$ cat src/logic/lsm_cfg.svh
// Purpose: constants for the logic, shift and multiply/divide unit
// Assumes: one state is one clock cycle at 100 MHz
// Notes:   timing counts are in states
`ifndef LSM_CFG_SVH
`define LSM_CFG_SVH
`define LSM_ST_BREG_BIN     5'h02
`define LSM_ST_BREG_SRC     5'h01
`define LSM_ST_WREG_BIN     5'h03
`define LSM_ST_WREG_SRC     5'h02
`define LSM_ST_WIMM_BIN     5'h04
`define LSM_ST_WIMM_SRC     5'h03
`define LSM_ST_BIMM_BIN     5'h03
`define LSM_ST_BIMM_SRC     5'h02
`define LSM_ST_DIRIMM       5'h03
`define LSM_ST_DRK_BIN      5'h04
`define LSM_ST_DRK_SRC      5'h03
`define LSM_ST_ACC          5'h01
`define LSM_ST_SHIFT_BIN    5'h02
`define LSM_ST_SHIFT_SRC    5'h01
`define LSM_ST_SWAP         5'h02
`define LSM_ST_BMUL_BIN     5'h06
`define LSM_ST_BMUL_SRC     5'h05
`define LSM_ST_WMUL_BIN     5'h0C
`define LSM_ST_WMUL_SRC     5'h0B
`define LSM_ST_BDIV_BIN     5'h0B
`define LSM_ST_BDIV_SRC     5'h0A
`define LSM_ST_WDIV_BIN     5'h15
`define LSM_ST_WDIV_SRC     5'h14
`define LSM_ADD_RD_PORT     5'h01
`define LSM_ADD_RD_SFR      5'h02
`define LSM_ADD_WR_PORT     5'h02
`define LSM_ADD_WR_SFR      5'h03
`define LSM_EXT_BASE        5'h02
`define LSM_BCD_LIMIT       4'h9
`define LSM_BCD_FIX         4'h6
`define LSM_BUS_CMD_NO      2'h0
`define LSM_BUS_CMD_PORT    2'h1
`define LSM_BUS_CMD_SFR     2'h2
`endif

$ cat src/logic/lsm_pkg.sv
// Purpose: types for the logic, shift and multiply/divide unit
// Assumes: included config header for numbers
// Notes:   operations and operand shapes
package lsm_pkg;
  typedef enum logic [4:0] {
    LSM_AND = 5'h00, LSM_OR = 5'h01, LSM_XOR = 5'h02, LSM_ZERO = 5'h03,
    LSM_INV = 5'h04, LSM_ROL = 5'h05, LSM_ROLC = 5'h06, LSM_ROR = 5'h07,
    LSM_RORC = 5'h08, LSM_SLL = 5'h09, LSM_SRA = 5'h0A, LSM_SRL = 5'h0B,
    LSM_SWAP = 5'h0C, LSM_MUL = 5'h0D, LSM_DIV = 5'h0E, LSM_BCD = 5'h0F
  } lsm_op_type;
  typedef enum logic [2:0] {
    LSM_SRC_REG = 3'h0, LSM_SRC_IMM = 3'h1, LSM_SRC_SHORT_DIRECT_ADDRESS = 3'h2,
    LSM_SRC_LONG_DIRECT_ADDRESS = 3'h3, LSM_SRC_IND16 = 3'h4, LSM_SRC_IND24 = 3'h5,
    LSM_SRC_DIRIMM = 3'h6
  } lsm_src_type;
  typedef enum logic [1:0] {
    LSM_LOC_NONE = 2'h0, LSM_LOC_PORT = 2'h1, LSM_LOC_SFR = 2'h2, LSM_LOC_EXT = 2'h3
  } lsm_loc_type;
  typedef enum logic [2:0] {
    LSM_IDLE = 3'b001, LSM_BUSY = 3'b010, LSM_DONE = 3'b100
  } lsm_state_type;
endpackage

$ cat src/logic/lsm_div_if.sv
// Purpose: link between the unit and its divider
// Assumes: one clock
// Notes:   start is a pulse, result stands until next start
interface lsm_div_if;
  logic        start;
  logic [15:0] dividend;
  logic [15:0] divisor;
  logic        wide;
  logic [15:0] quotient;
  logic [15:0] remainder;
  modport core (output start, dividend, divisor, wide, input quotient, remainder);
  modport unit (input start, dividend, divisor, wide, output quotient, remainder);
endinterface

$ cat src/logic/lsm_unit.sv
// Purpose: logic, rotate, shift, swap, multiply, divide, bcd adjust execution
// Assumes: operands supplied by the core; one state per clock
// Notes:
`include "lsm_cfg.svh"
module lsm_unit
  import lsm_pkg::*;
(
  input  wire logic        clk,        // core clock, 100 MHz
  input  wire logic        rst,        // async reset, active high
  input  wire logic        clkEn,      // freezes all state when low
  input  wire logic        start,      // launch one operation
  input  wire lsm_op_type  op,         // operation
  input  wire lsm_src_type srcKind,    // operand addressing
  input  wire lsm_loc_type rdLoc,      // where a direct/ext operand lives
  input  wire lsm_loc_type wrLoc,      // where a direct result goes
  input  wire logic        wide,       // word operands when high
  input  wire logic        srcMode,    // source encoding mode when high
  input  wire logic [3:0]  waitStates, // configured external wait states N
  input  wire logic [15:0] opDest,     // destination operand
  input  wire logic [15:0] opSrc,      // source operand
  input  wire logic        carryIn,    // current carry flag
  input  wire logic        halfCarryIn,// current half-carry flag
  output logic             busy,       // operation in progress
  output logic             done,       // one-cycle result strobe
  output logic [31:0]      result,     // result, extended for mul/div
  output logic             carryOut,   // new carry flag
  output logic             carryWr,    // carry flag is updated
  output logic [4:0]       states      // states the operation took
);
  typedef struct packed {
    lsm_state_type fsm;
    logic [4:0]    cnt;
    logic [4:0]    total;
    logic [31:0]   res;
    logic          cy;
    logic          cyWr;
    logic          isDiv;
    logic          wide;
  } lsm_core_type;
  lsm_core_type state_reg, state_next;

  lsm_div_if div();

  lsm_divider u_div (
    .clk   (clk),
    .rst   (rst),
    .clkEn (clkEn),
    .div   (div)
  );

  function automatic logic [4:0] pick(input logic s, input logic [4:0] b, input logic [4:0] x);
    return s ? x : b;
  endfunction

  function automatic logic [4:0] extra(input lsm_loc_type l, input logic [4:0] p,
                                       input logic [4:0] f);
    logic [4:0] e;
    e = 5'h00;
    case (l)
      LSM_LOC_PORT: e = p;
      LSM_LOC_SFR:  e = f;
      default:      e = 5'h00;
    endcase
    return e;
  endfunction

  logic [4:0]  baseStates;
  logic [4:0]  addStates;
  logic [4:0]  extOne;
  logic [15:0] logicRes;
  logic [31:0] opRes;
  logic        opCy;
  logic        opCyWr;
  logic [7:0]  bcdLo;
  logic [8:0]  bcdHi;

  // limitation: states is 5 bits, so a word long direct external operand with N above 11 (above 12 in source mode) wraps the count
  assign extOne = 5'({1'b0, waitStates}) + `LSM_EXT_BASE;

  // base state counts by operation and operand shape
  always_comb begin
    baseStates = `LSM_ST_ACC;
    case (op)
      LSM_AND, LSM_OR, LSM_XOR: begin
        case (srcKind)
          LSM_SRC_REG:    baseStates = wide ? pick(srcMode, `LSM_ST_WREG_BIN, `LSM_ST_WREG_SRC)
                                            : pick(srcMode, `LSM_ST_BREG_BIN, `LSM_ST_BREG_SRC);
          LSM_SRC_IMM:    baseStates = wide ? pick(srcMode, `LSM_ST_WIMM_BIN, `LSM_ST_WIMM_SRC)
                                            : pick(srcMode, `LSM_ST_BIMM_BIN, `LSM_ST_BIMM_SRC);
          LSM_SRC_DIRIMM: baseStates = `LSM_ST_DIRIMM;
          LSM_SRC_IND24:  baseStates = pick(srcMode, `LSM_ST_DRK_BIN, `LSM_ST_DRK_SRC);
          default:        baseStates = wide ? pick(srcMode, `LSM_ST_WIMM_BIN, `LSM_ST_WIMM_SRC)
                                            : pick(srcMode, `LSM_ST_BIMM_BIN, `LSM_ST_BIMM_SRC);
        endcase
      end
      LSM_SLL, LSM_SRA, LSM_SRL:
        baseStates = pick(srcMode, `LSM_ST_SHIFT_BIN, `LSM_ST_SHIFT_SRC);
      LSM_SWAP: baseStates = `LSM_ST_SWAP;
      LSM_MUL:  baseStates = wide ? pick(srcMode, `LSM_ST_WMUL_BIN, `LSM_ST_WMUL_SRC)
                                  : pick(srcMode, `LSM_ST_BMUL_BIN, `LSM_ST_BMUL_SRC);
      LSM_DIV:  baseStates = wide ? pick(srcMode, `LSM_ST_WDIV_BIN, `LSM_ST_WDIV_SRC)
                                  : pick(srcMode, `LSM_ST_BDIV_BIN, `LSM_ST_BDIV_SRC);
      default:  baseStates = `LSM_ST_ACC;
    endcase
  end

  // access penalties for direct and external operands
  always_comb begin
    addStates = 5'h00;
    if (op == LSM_AND || op == LSM_OR || op == LSM_XOR) begin
      if (srcKind == LSM_SRC_SHORT_DIRECT_ADDRESS && !wide)
        addStates = extra(rdLoc, `LSM_ADD_RD_PORT, `LSM_ADD_RD_SFR);
      if (srcKind == LSM_SRC_DIRIMM)
        addStates = extra(wrLoc, `LSM_ADD_WR_PORT, `LSM_ADD_WR_SFR);
      if (rdLoc == LSM_LOC_EXT && srcKind != LSM_SRC_SHORT_DIRECT_ADDRESS && srcKind != LSM_SRC_DIRIMM)
        addStates = (wide && srcKind == LSM_SRC_LONG_DIRECT_ADDRESS) ? 5'(extOne << 1)
                                                       : extOne;
    end
  end

  always_comb begin
    logicRes = 16'h0000;
    case (op)
      LSM_AND: logicRes = opDest & opSrc;
      LSM_OR:  logicRes = opDest | opSrc;
      default: logicRes = opDest ^ opSrc;
    endcase
    if (!wide) logicRes[15:8] = 8'h00;
  end

  always_comb begin
    bcdLo = opDest[7:0];
    if (opDest[3:0] > `LSM_BCD_LIMIT || halfCarryIn)
      bcdLo = opDest[7:0] + {4'h0, `LSM_BCD_FIX};
    bcdHi = {1'b0, bcdLo};
    if (bcdLo[7:4] > `LSM_BCD_LIMIT || carryIn)
      bcdHi = {1'b0, bcdLo} + {1'b0, `LSM_BCD_FIX, 4'h0};
  end

  always_comb begin
    opRes  = 32'h0000_0000;
    opCy   = carryIn;
    opCyWr = 1'b0;
    case (op)
      LSM_AND, LSM_OR, LSM_XOR: opRes = {16'h0000, logicRes};
      LSM_ZERO: opRes = 32'h0000_0000;
      LSM_INV:  opRes = {24'h000000, ~opDest[7:0]};
      LSM_ROL:  opRes = {24'h000000, opDest[6:0], opDest[7]};
      LSM_ROLC: begin
        opRes  = {24'h000000, opDest[6:0], carryIn};
        opCy   = opDest[7];
        opCyWr = 1'b1;
      end
      LSM_ROR:  opRes = {24'h000000, opDest[0], opDest[7:1]};
      LSM_RORC: begin
        opRes  = {24'h000000, carryIn, opDest[7:1]};
        opCy   = opDest[0];
        opCyWr = 1'b1;
      end
      LSM_SLL: begin
        opRes  = wide ? {16'h0000, opDest[14:0], 1'b0} : {24'h000000, opDest[6:0], 1'b0};
        opCy   = wide ? opDest[15] : opDest[7];
        opCyWr = 1'b1;
      end
      LSM_SRA: begin
        opRes  = wide ? {16'h0000, opDest[15], opDest[15:1]}
                      : {24'h000000, opDest[7], opDest[7:1]};
        opCy   = opDest[0];
        opCyWr = 1'b1;
      end
      LSM_SRL: begin
        opRes  = wide ? {16'h0000, 1'b0, opDest[15:1]} : {24'h000000, 1'b0, opDest[7:1]};
        opCy   = opDest[0];
        opCyWr = 1'b1;
      end
      LSM_SWAP: opRes = {24'h000000, opDest[3:0], opDest[7:4]};
      LSM_MUL: begin
        // carry cleared as the core does for multiply
        // widen before multiplying so the product keeps its upper half
        opRes  = wide ? (32'(opDest) * 32'(opSrc))
                      : {16'h0000, 16'(opDest[7:0]) * 16'(opSrc[7:0])};
        opCy   = 1'b0;
        opCyWr = 1'b1;
      end
      LSM_BCD: begin
        opRes  = {24'h000000, bcdHi[7:0]};
        opCy   = carryIn | bcdHi[8];
        opCyWr = 1'b1;
      end
      default: begin
        opRes  = 32'h0000_0000;
        opCy   = 1'b0;
        opCyWr = 1'b1;
      end
    endcase
  end

  assign div.start    = clkEn && start && state_reg.fsm != LSM_BUSY && op == LSM_DIV;
  assign div.dividend = wide ? opDest : {8'h00, opDest[7:0]};
  assign div.divisor  = wide ? opSrc : {8'h00, opSrc[7:0]};
  assign div.wide     = wide;

  always_comb begin
    state_next = state_reg;
    case (state_reg.fsm)
      LSM_IDLE, LSM_DONE: begin
        state_next.fsm = LSM_IDLE;
        if (start) begin
          state_next.total = baseStates + addStates;
          state_next.cnt   = baseStates + addStates - 5'h01;
          state_next.res   = opRes;
          state_next.cy    = opCy;
          state_next.cyWr  = opCyWr;
          state_next.isDiv = (op == LSM_DIV);
          state_next.wide  = wide;
          state_next.fsm   = (baseStates + addStates == 5'h01) ? LSM_DONE : LSM_BUSY;
        end
      end
      LSM_BUSY: begin
        state_next.cnt = state_reg.cnt - 5'h01;
        if (state_reg.cnt == 5'h01) begin
          state_next.fsm = LSM_DONE;
          if (state_reg.isDiv) begin
            // quotient to the high part, remainder to the low part
            state_next.res = state_reg.wide ? {div.quotient, div.remainder}
                                            : {16'h0000, div.quotient[7:0], div.remainder[7:0]};
            state_next.cy  = 1'b0;
          end
        end
      end
      default: state_next.fsm = LSM_IDLE;
    endcase
  end

  always_ff @(posedge clk or posedge rst) begin
    if (rst) begin
      state_reg <= '{fsm: LSM_IDLE, default: '0};
    end else if (clkEn) begin
      state_reg <= state_next;
    end
  end

  assign busy     = (state_reg.fsm == LSM_BUSY);
  assign done     = (state_reg.fsm == LSM_DONE);
  assign result   = state_reg.res;
  assign carryOut = state_reg.cy;
  assign carryWr  = state_reg.cyWr;
  assign states   = state_reg.total;

  property p_swap_time;
    @(posedge clk) disable iff (rst)
    (clkEn && start && !busy && op == LSM_SWAP) ##1 clkEn |-> busy ##1 done;
  endproperty
  a_swap_time: assert property (p_swap_time) else $error("swap not two states");

  property p_rolc;
    @(posedge clk) disable iff (rst)
    (clkEn && start && !busy && op == LSM_ROLC) |=> (done && carryOut == $past(opDest[7])
      && result[0] == $past(carryIn));
  endproperty
  a_rolc: assert property (p_rolc) else $error("rotate left via carry wrong");

  property p_rorc;
    @(posedge clk) disable iff (rst)
    (clkEn && start && !busy && op == LSM_RORC) |=> (carryOut == $past(opDest[0])
      && result[7] == $past(carryIn));
  endproperty
  a_rorc: assert property (p_rorc) else $error("rotate right via carry wrong");

  property p_sra;
    @(posedge clk) disable iff (rst)
    (clkEn && start && !busy && op == LSM_SRA && !wide) |=>
      (result[7] == $past(opDest[7]) && carryOut == $past(opDest[0]));
  endproperty
  a_sra: assert property (p_sra) else $error("arith shift right wrong");

  property p_srl;
    @(posedge clk) disable iff (rst)
    (clkEn && start && !busy && op == LSM_SRL && !wide) |=>
      (result[7:0] == {1'b0, $past(opDest[7:1])} && carryOut == $past(opDest[0]));
  endproperty
  a_srl: assert property (p_srl) else $error("logical shift right wrong");

  // word long direct external operand: base 4 plus 2(N+2), binary mode
  property p_ext_word;
    @(posedge clk) disable iff (rst)
    (clkEn && start && !busy && (op == LSM_AND || op == LSM_OR || op == LSM_XOR) && wide
      && srcKind == LSM_SRC_LONG_DIRECT_ADDRESS && rdLoc == LSM_LOC_EXT && !srcMode)
      |=> states == {$past(waitStates), 1'b0} + 5'h08;
  endproperty
  a_ext_word: assert property (p_ext_word) else $error("word external penalty wrong");

  property p_wdiv_time;
    @(posedge clk) disable iff (rst)
    (clkEn && start && !busy && op == LSM_DIV && wide)
      |=> states == ($past(srcMode) ? 5'h14 : 5'h15);
  endproperty
  a_wdiv_time: assert property (p_wdiv_time) else $error("word divide count wrong");

  property p_states_count;
    @(posedge clk) disable iff (rst)
    (clkEn && start && !busy && op == LSM_MUL && wide && !srcMode && rdLoc == LSM_LOC_NONE)
      |=> states == 5'h0C;
  endproperty
  a_states_count: assert property (p_states_count) else $error("word multiply not 12");

  property p_breg;
    @(posedge clk) disable iff (rst)
    (clkEn && start && !busy && op == LSM_AND && srcKind == LSM_SRC_REG && !wide && srcMode)
      |=> (done && result[7:0] == ($past(opDest[7:0]) & $past(opSrc[7:0])));
  endproperty
  a_breg: assert property (p_breg) else $error("byte and in source mode wrong");

  property p_wr_sfr;
    @(posedge clk) disable iff (rst)
    (clkEn && start && !busy && op == LSM_OR && srcKind == LSM_SRC_DIRIMM && wrLoc == LSM_LOC_SFR)
      |=> states == 5'h06;
  endproperty
  a_wr_sfr: assert property (p_wr_sfr) else $error("sfr write penalty wrong");

  property p_done_pulse;
    @(posedge clk) disable iff (rst)
    (done && clkEn && !start) |=> !done;
  endproperty
  a_done_pulse: assert property (p_done_pulse) else $error("done held too long");
endmodule

$ cat src/logic/lsm_divider.sv
// Purpose: unsigned divider for byte and word operands
// Assumes: inputs stable during start
// Notes:   zero divisor gives all-ones quotient, remainder = dividend
module lsm_divider
  import lsm_pkg::*;
(
  input wire logic clk,       // core clock
  input wire logic rst,       // async reset
  input wire logic clkEn,     // freeze when low
  lsm_div_if.unit  div        // divide request and result
);
  typedef struct packed {
    logic [15:0] quo;
    logic [15:0] rem;
  } lsm_div_state_type;
  lsm_div_state_type state_reg, state_next;

  function automatic logic [31:0] divide(input logic [15:0] a, input logic [15:0] b,
                                         input logic w);
    logic [15:0] q;
    logic [15:0] r;
    q = 16'hFFFF;
    r = a;
    if (b != 16'h0000) begin
      q = a / b;
      r = a % b;
    end
    // byte quotients stay eight bits wide, so a zero divisor gives FF, not FFFF
    if (!w) q[15:8] = 8'h00;
    return {q, r};
  endfunction

  always_comb begin
    state_next = state_reg;
    if (div.start) begin
      // single-cycle divide; the unit stretches time to the documented count
      {state_next.quo, state_next.rem} = divide(div.dividend, div.divisor, div.wide);
    end
  end

  always_ff @(posedge clk or posedge rst) begin
    if (rst) begin
      state_reg <= '0;
    end else if (clkEn) begin
      state_reg <= state_next;
    end
  end

  assign div.quotient  = state_reg.quo;
  assign div.remainder = state_reg.rem;
endmodule

$ cat config.mk
export PLATFORM = sky130hd
export DESIGN_NAME = lsm_unit
export DESIGN_NICKNAME = d
export VERILOG_FILES = /design/src/logic/lsm_pkg.sv /design/src/logic/lsm_div_if.sv /design/src/logic/lsm_unit.sv /design/src/logic/lsm_divider.sv
export VERILOG_INCLUDE_DIRS = /design/src /design/src/logic
export SDC_FILE = /design/constraint.sdc
export NUM_CORES = 2
export LEC_CHECK = 0
export ABC_AREA = 1
export BUFFER_PORTS_ARGS = -buffer_cell sky130_fd_sc_hd__buf_2
export CAP_MARGIN = 20
export CORE_ASPECT_RATIO = 0.7
export CORE_MARGIN = 3
export CORE_UTILIZATION = 43
export CTS_BUF_LIST = sky130_fd_sc_hd__clkbuf_16
export DETAILED_ROUTE_END_ITERATION = 8
export SLEW_MARGIN = 20
export SYNTH_ARGS = -nofsm -noshare
export SYNTH_HDL_FRONTEND = slang
export SYNTH_SLANG_ARGS = --single-unit
$ cat constraint.sdc
create_clock -name clk -period 7.3 [get_ports clk]
set_clock_uncertainty 0.15 [all_clocks]
set_input_delay 1.46 -clock clk [delete_from_list [all_inputs] [get_ports clk]]
set_output_delay 1.46 -clock clk [all_outputs]
set_load 0.05 [all_outputs]
==> impl_metrics.env <==
export IMPL_syn_avg_cell_area_um2=7.187
export IMPL_synth_area_um2=24040
export IMPL_core_area_um2=54460
export IMPL_worst_slack_ps=-19750
export IMPL_synth_top_area_frac=0.1932
export IMPL_clock_sinks=81
export IMPL_fp_dieW_um=288.6
export IMPL_synthArstFlopShare=1.000
export IMPL_fin_util=0.6657
export IMPL_fin_setup_tns_ps=-427470
export IMPL_viasPerCell=5.375
export IMPL_fp_dieH_um=203.8
export IMPL_via_count=27640
export IMPL_post_place_ws_ps=-18250
export IMPL_yosysSeqAreaShare=0.08437
export IMPL_synthTopCellsByArea="fa_1, ha_1, nand2_1"
export IMPL_cp_max_fo=7
export IMPL_min_path_type="reg -> reg"
export IMPL_ff2ff_path_depth=13
export IMPL_antenna_left=0
export IMPL_final_min_clock_period_ps=27050
export IMPL_violations="negative setup slack"
export IMPL_timing_final_hold_violations=0
export IMPL_drc=0
export IMPL_critPathKind="in -> reg"
export IMPL_path_buf_inv=31
export IMPL_status="finished with violations"
export IMPL_grt_pass1_vias=26150
export IMPL_port_buffers=96
export IMPL_worstMarginPinSlew_ps=1070
export IMPL_cts_tree="done"
export IMPL_antenna_found_initial=4
export IMPL_syn_nets=3959
export IMPL_maxSlewHeadroom=0.2840
export IMPL_hold_worst_slack_ps=331.8
export IMPL_syn_inst=3345
export IMPL_io_pins=97
export IMPL_rows=71
export IMPL_track_usage=0.3207
export IMPL_numCtsBuffers=9
export IMPL_synth_cell_types=70
export IMPL_grt_max_degree=59
export IMPL_finalNetCount=5021
export IMPL_clk_latency_ps=370
export IMPL_first_iter_violations=2622
export IMPL_ys_seq_elements=81
export IMPL_path_depth=231
export IMPL_synth_most_common_cell="nand2_1"
export IMPL_grt_first_pass_wirelength_um=145900
export IMPL_slew_viol_final=0
export IMPL_place_congestion=0.9809
export IMPL_post_route_period_util=3.706
export IMPL_total_power_mw=20.91
export IMPL_slowest_delay_ps=350
export IMPL_synth_largest_area_cell="fa_1"
export IMPL_cp_arrival_ps=27210
export IMPL_path_clk_slew_ps=80
export IMPL_cts_htree_levels=3
export IMPL_yosys_top_cells_count="nand2_1, inv_1, ha_1"
export IMPL_crit_top_cell="nand2_2"
export IMPL_wl_per_cell_um=20.05
export IMPL_maxCapViolCount=0
export IMPL_drt_wl_total_um=103100
export IMPL_power_density_nw_per_um2=576.7
export IMPL_drt_pass1_iterations=6
export IMPL_setup_violations=36
export IMPL_root_buffer="clkbuf_16"
export IMPL_place_hpwl_um=68200
export IMPL_clock_fmax_ghz=0.03696
export IMPL_critical_path_top_delay_family="simple AND/OR/NAND/NOR gates"
export IMPL_yosysWarnings=0
export IMPL_rsz0062_at_grt="yes"
export IMPL_area_delta_synth_final_pct=50.79
export IMPL_crit_required_ps=7450
export IMPL_worstSetupStartpointType="primary input"
export IMPL_grt_overflow=0
export IMPL_die_area_um2=58820
export IMPL_start_util=0.4414
export IMPL_drive_gt1_frac=0.4250
export IMPL_crit_slowest_cell="nor4_2"
export IMPL_cts_hold_fix_buffers=0
export IMPL_leakagePower_nw=19.92
export IMPL_critPathCaptureType="register"
export IMPL_hold_depth=2
export IMPL_yosys_most_used_dff="dfrtp_1"
export IMPL_worst_ir_drop_vdd_mv=0.8749
export IMPL_clk_path_buf_depth=2
export IMPL_synth_edf_count=0
export IMPL_largest_reg_flops=32
[metal layers]
metal	up-vias	global-route usage	share of wire
met3	427	0.09744	0.11
met2	1507	0.4764	0.41
met4	6	0.08615	0.052
li1	12670	-	-
met1	13040	0.4517	0.42
met5	-	0	0.00040
[per-stage QoR]
| step | instances | instance area, um2 |
|---|---|---|
| 6_report | 5143 | 36250 |
| 4_1_cts | 5047 | 34300 |
| 5_1_grt | 5142 | 36250 |
| 3_3_place_gp | 4678 | 30070 |
| 3_5_place_dp | 4678 | 30070 |
| 2_1_floorplan | 3345 | 24640 |
[placed cells by master, fill, tap and decap left out, drive strengths merged, types with 4 or more instances in the layout]
cell type / n
a2111oi: 4
a211oi: 11
a21boi: 17
a21o: 8
a21oi: 165
a221oi: 10
a22oi: 17
a2bb2oi: 16
a31oi: 12
and2: 24
buf: 1193
clkbuf: 9
clkinv: 7
dfrtp: 80
fa: 232
ha: 326
inv: 690
nand2: 795
nand3: 190
nand3b: 5
nand4: 8
nor2: 170
nor3: 25
nor4: 11
o2111ai: 16
o211ai: 16
o21a: 4
o21ai: 162
o21bai: 13
o221ai: 9
o22ai: 8
or2: 61
xnor2: 37
xor2: 46
[final cells by class]
| cell class | instances | area, um2 |
|---|---|---|
| multi-input cells | 2428 | 21110 |
| fillers | 4271 | 18210 |
| repair buffers | 1194 | 9228 |
| inverters | 690 | 2664 |
| flip-flops and latches | 81 | 2028 |
| well taps | 730 | 913.4 |
| clock buffers | 9 | 225.2 |
| clock inverters | 7 | 51.30 |
| repair inverters | 3 | 25.02 |
| diodes | 1 | 2.502 |
[worst paths after layout]
path / startpoint / end / slack [ps]
min: states[2] / states[2] / 330
max: wide / u_div.div.remainder[11] / -19750
max in group asynchronous: rst / u_div.div.remainder[3] / 4870
min in group asynchronous: rst / result[13] / 910
min reg2reg: states[2] / states[2] / 330
max reg2reg: state_reg[48] / result[29] / 3490
[worst reg2reg max path: cells and delay by family (launching register included)]
| family | cells | cell delay [ps] |
|---|---|---|
| simple gates | 5 | 1200 |
| compound gates | 3 | 860 |
| buf+inv | 5 | 1170 |
| flops | 1 | 360 |
[power breakdown]
part	internal [mW]	total [mW]	leakage, nW	switching [mW]
combinational	9.75	19.7	18.8	9.96
clock	0.234	0.452	0.140	0.218
sequential	0.604	0.741	1.02	0.137
[cells by family after synthesis]
| kind of cell | after synthesis | share of synthesized area |
|---|---|---|
| fa+ha+maj | 558 | 0.3629 |
| mux | 3 | 0.001405 |
| compound gates | 493 | 0.1277 |
| xor+xnor | 83 | 0.03024 |
| simple gates | 1288 | 0.2493 |
| buf+inv | 839 | 0.1441 |
| flops | 81 | 0.08437 |
[repair_timing]
item                       CTS  global route
setup endpoints to repair   40            41
gates cloned                 7             0
resized for setup          282           295
buffers inserted           346           101
pin swaps                  156           253
Note: power is estimated with default switching activity, not from simulation.
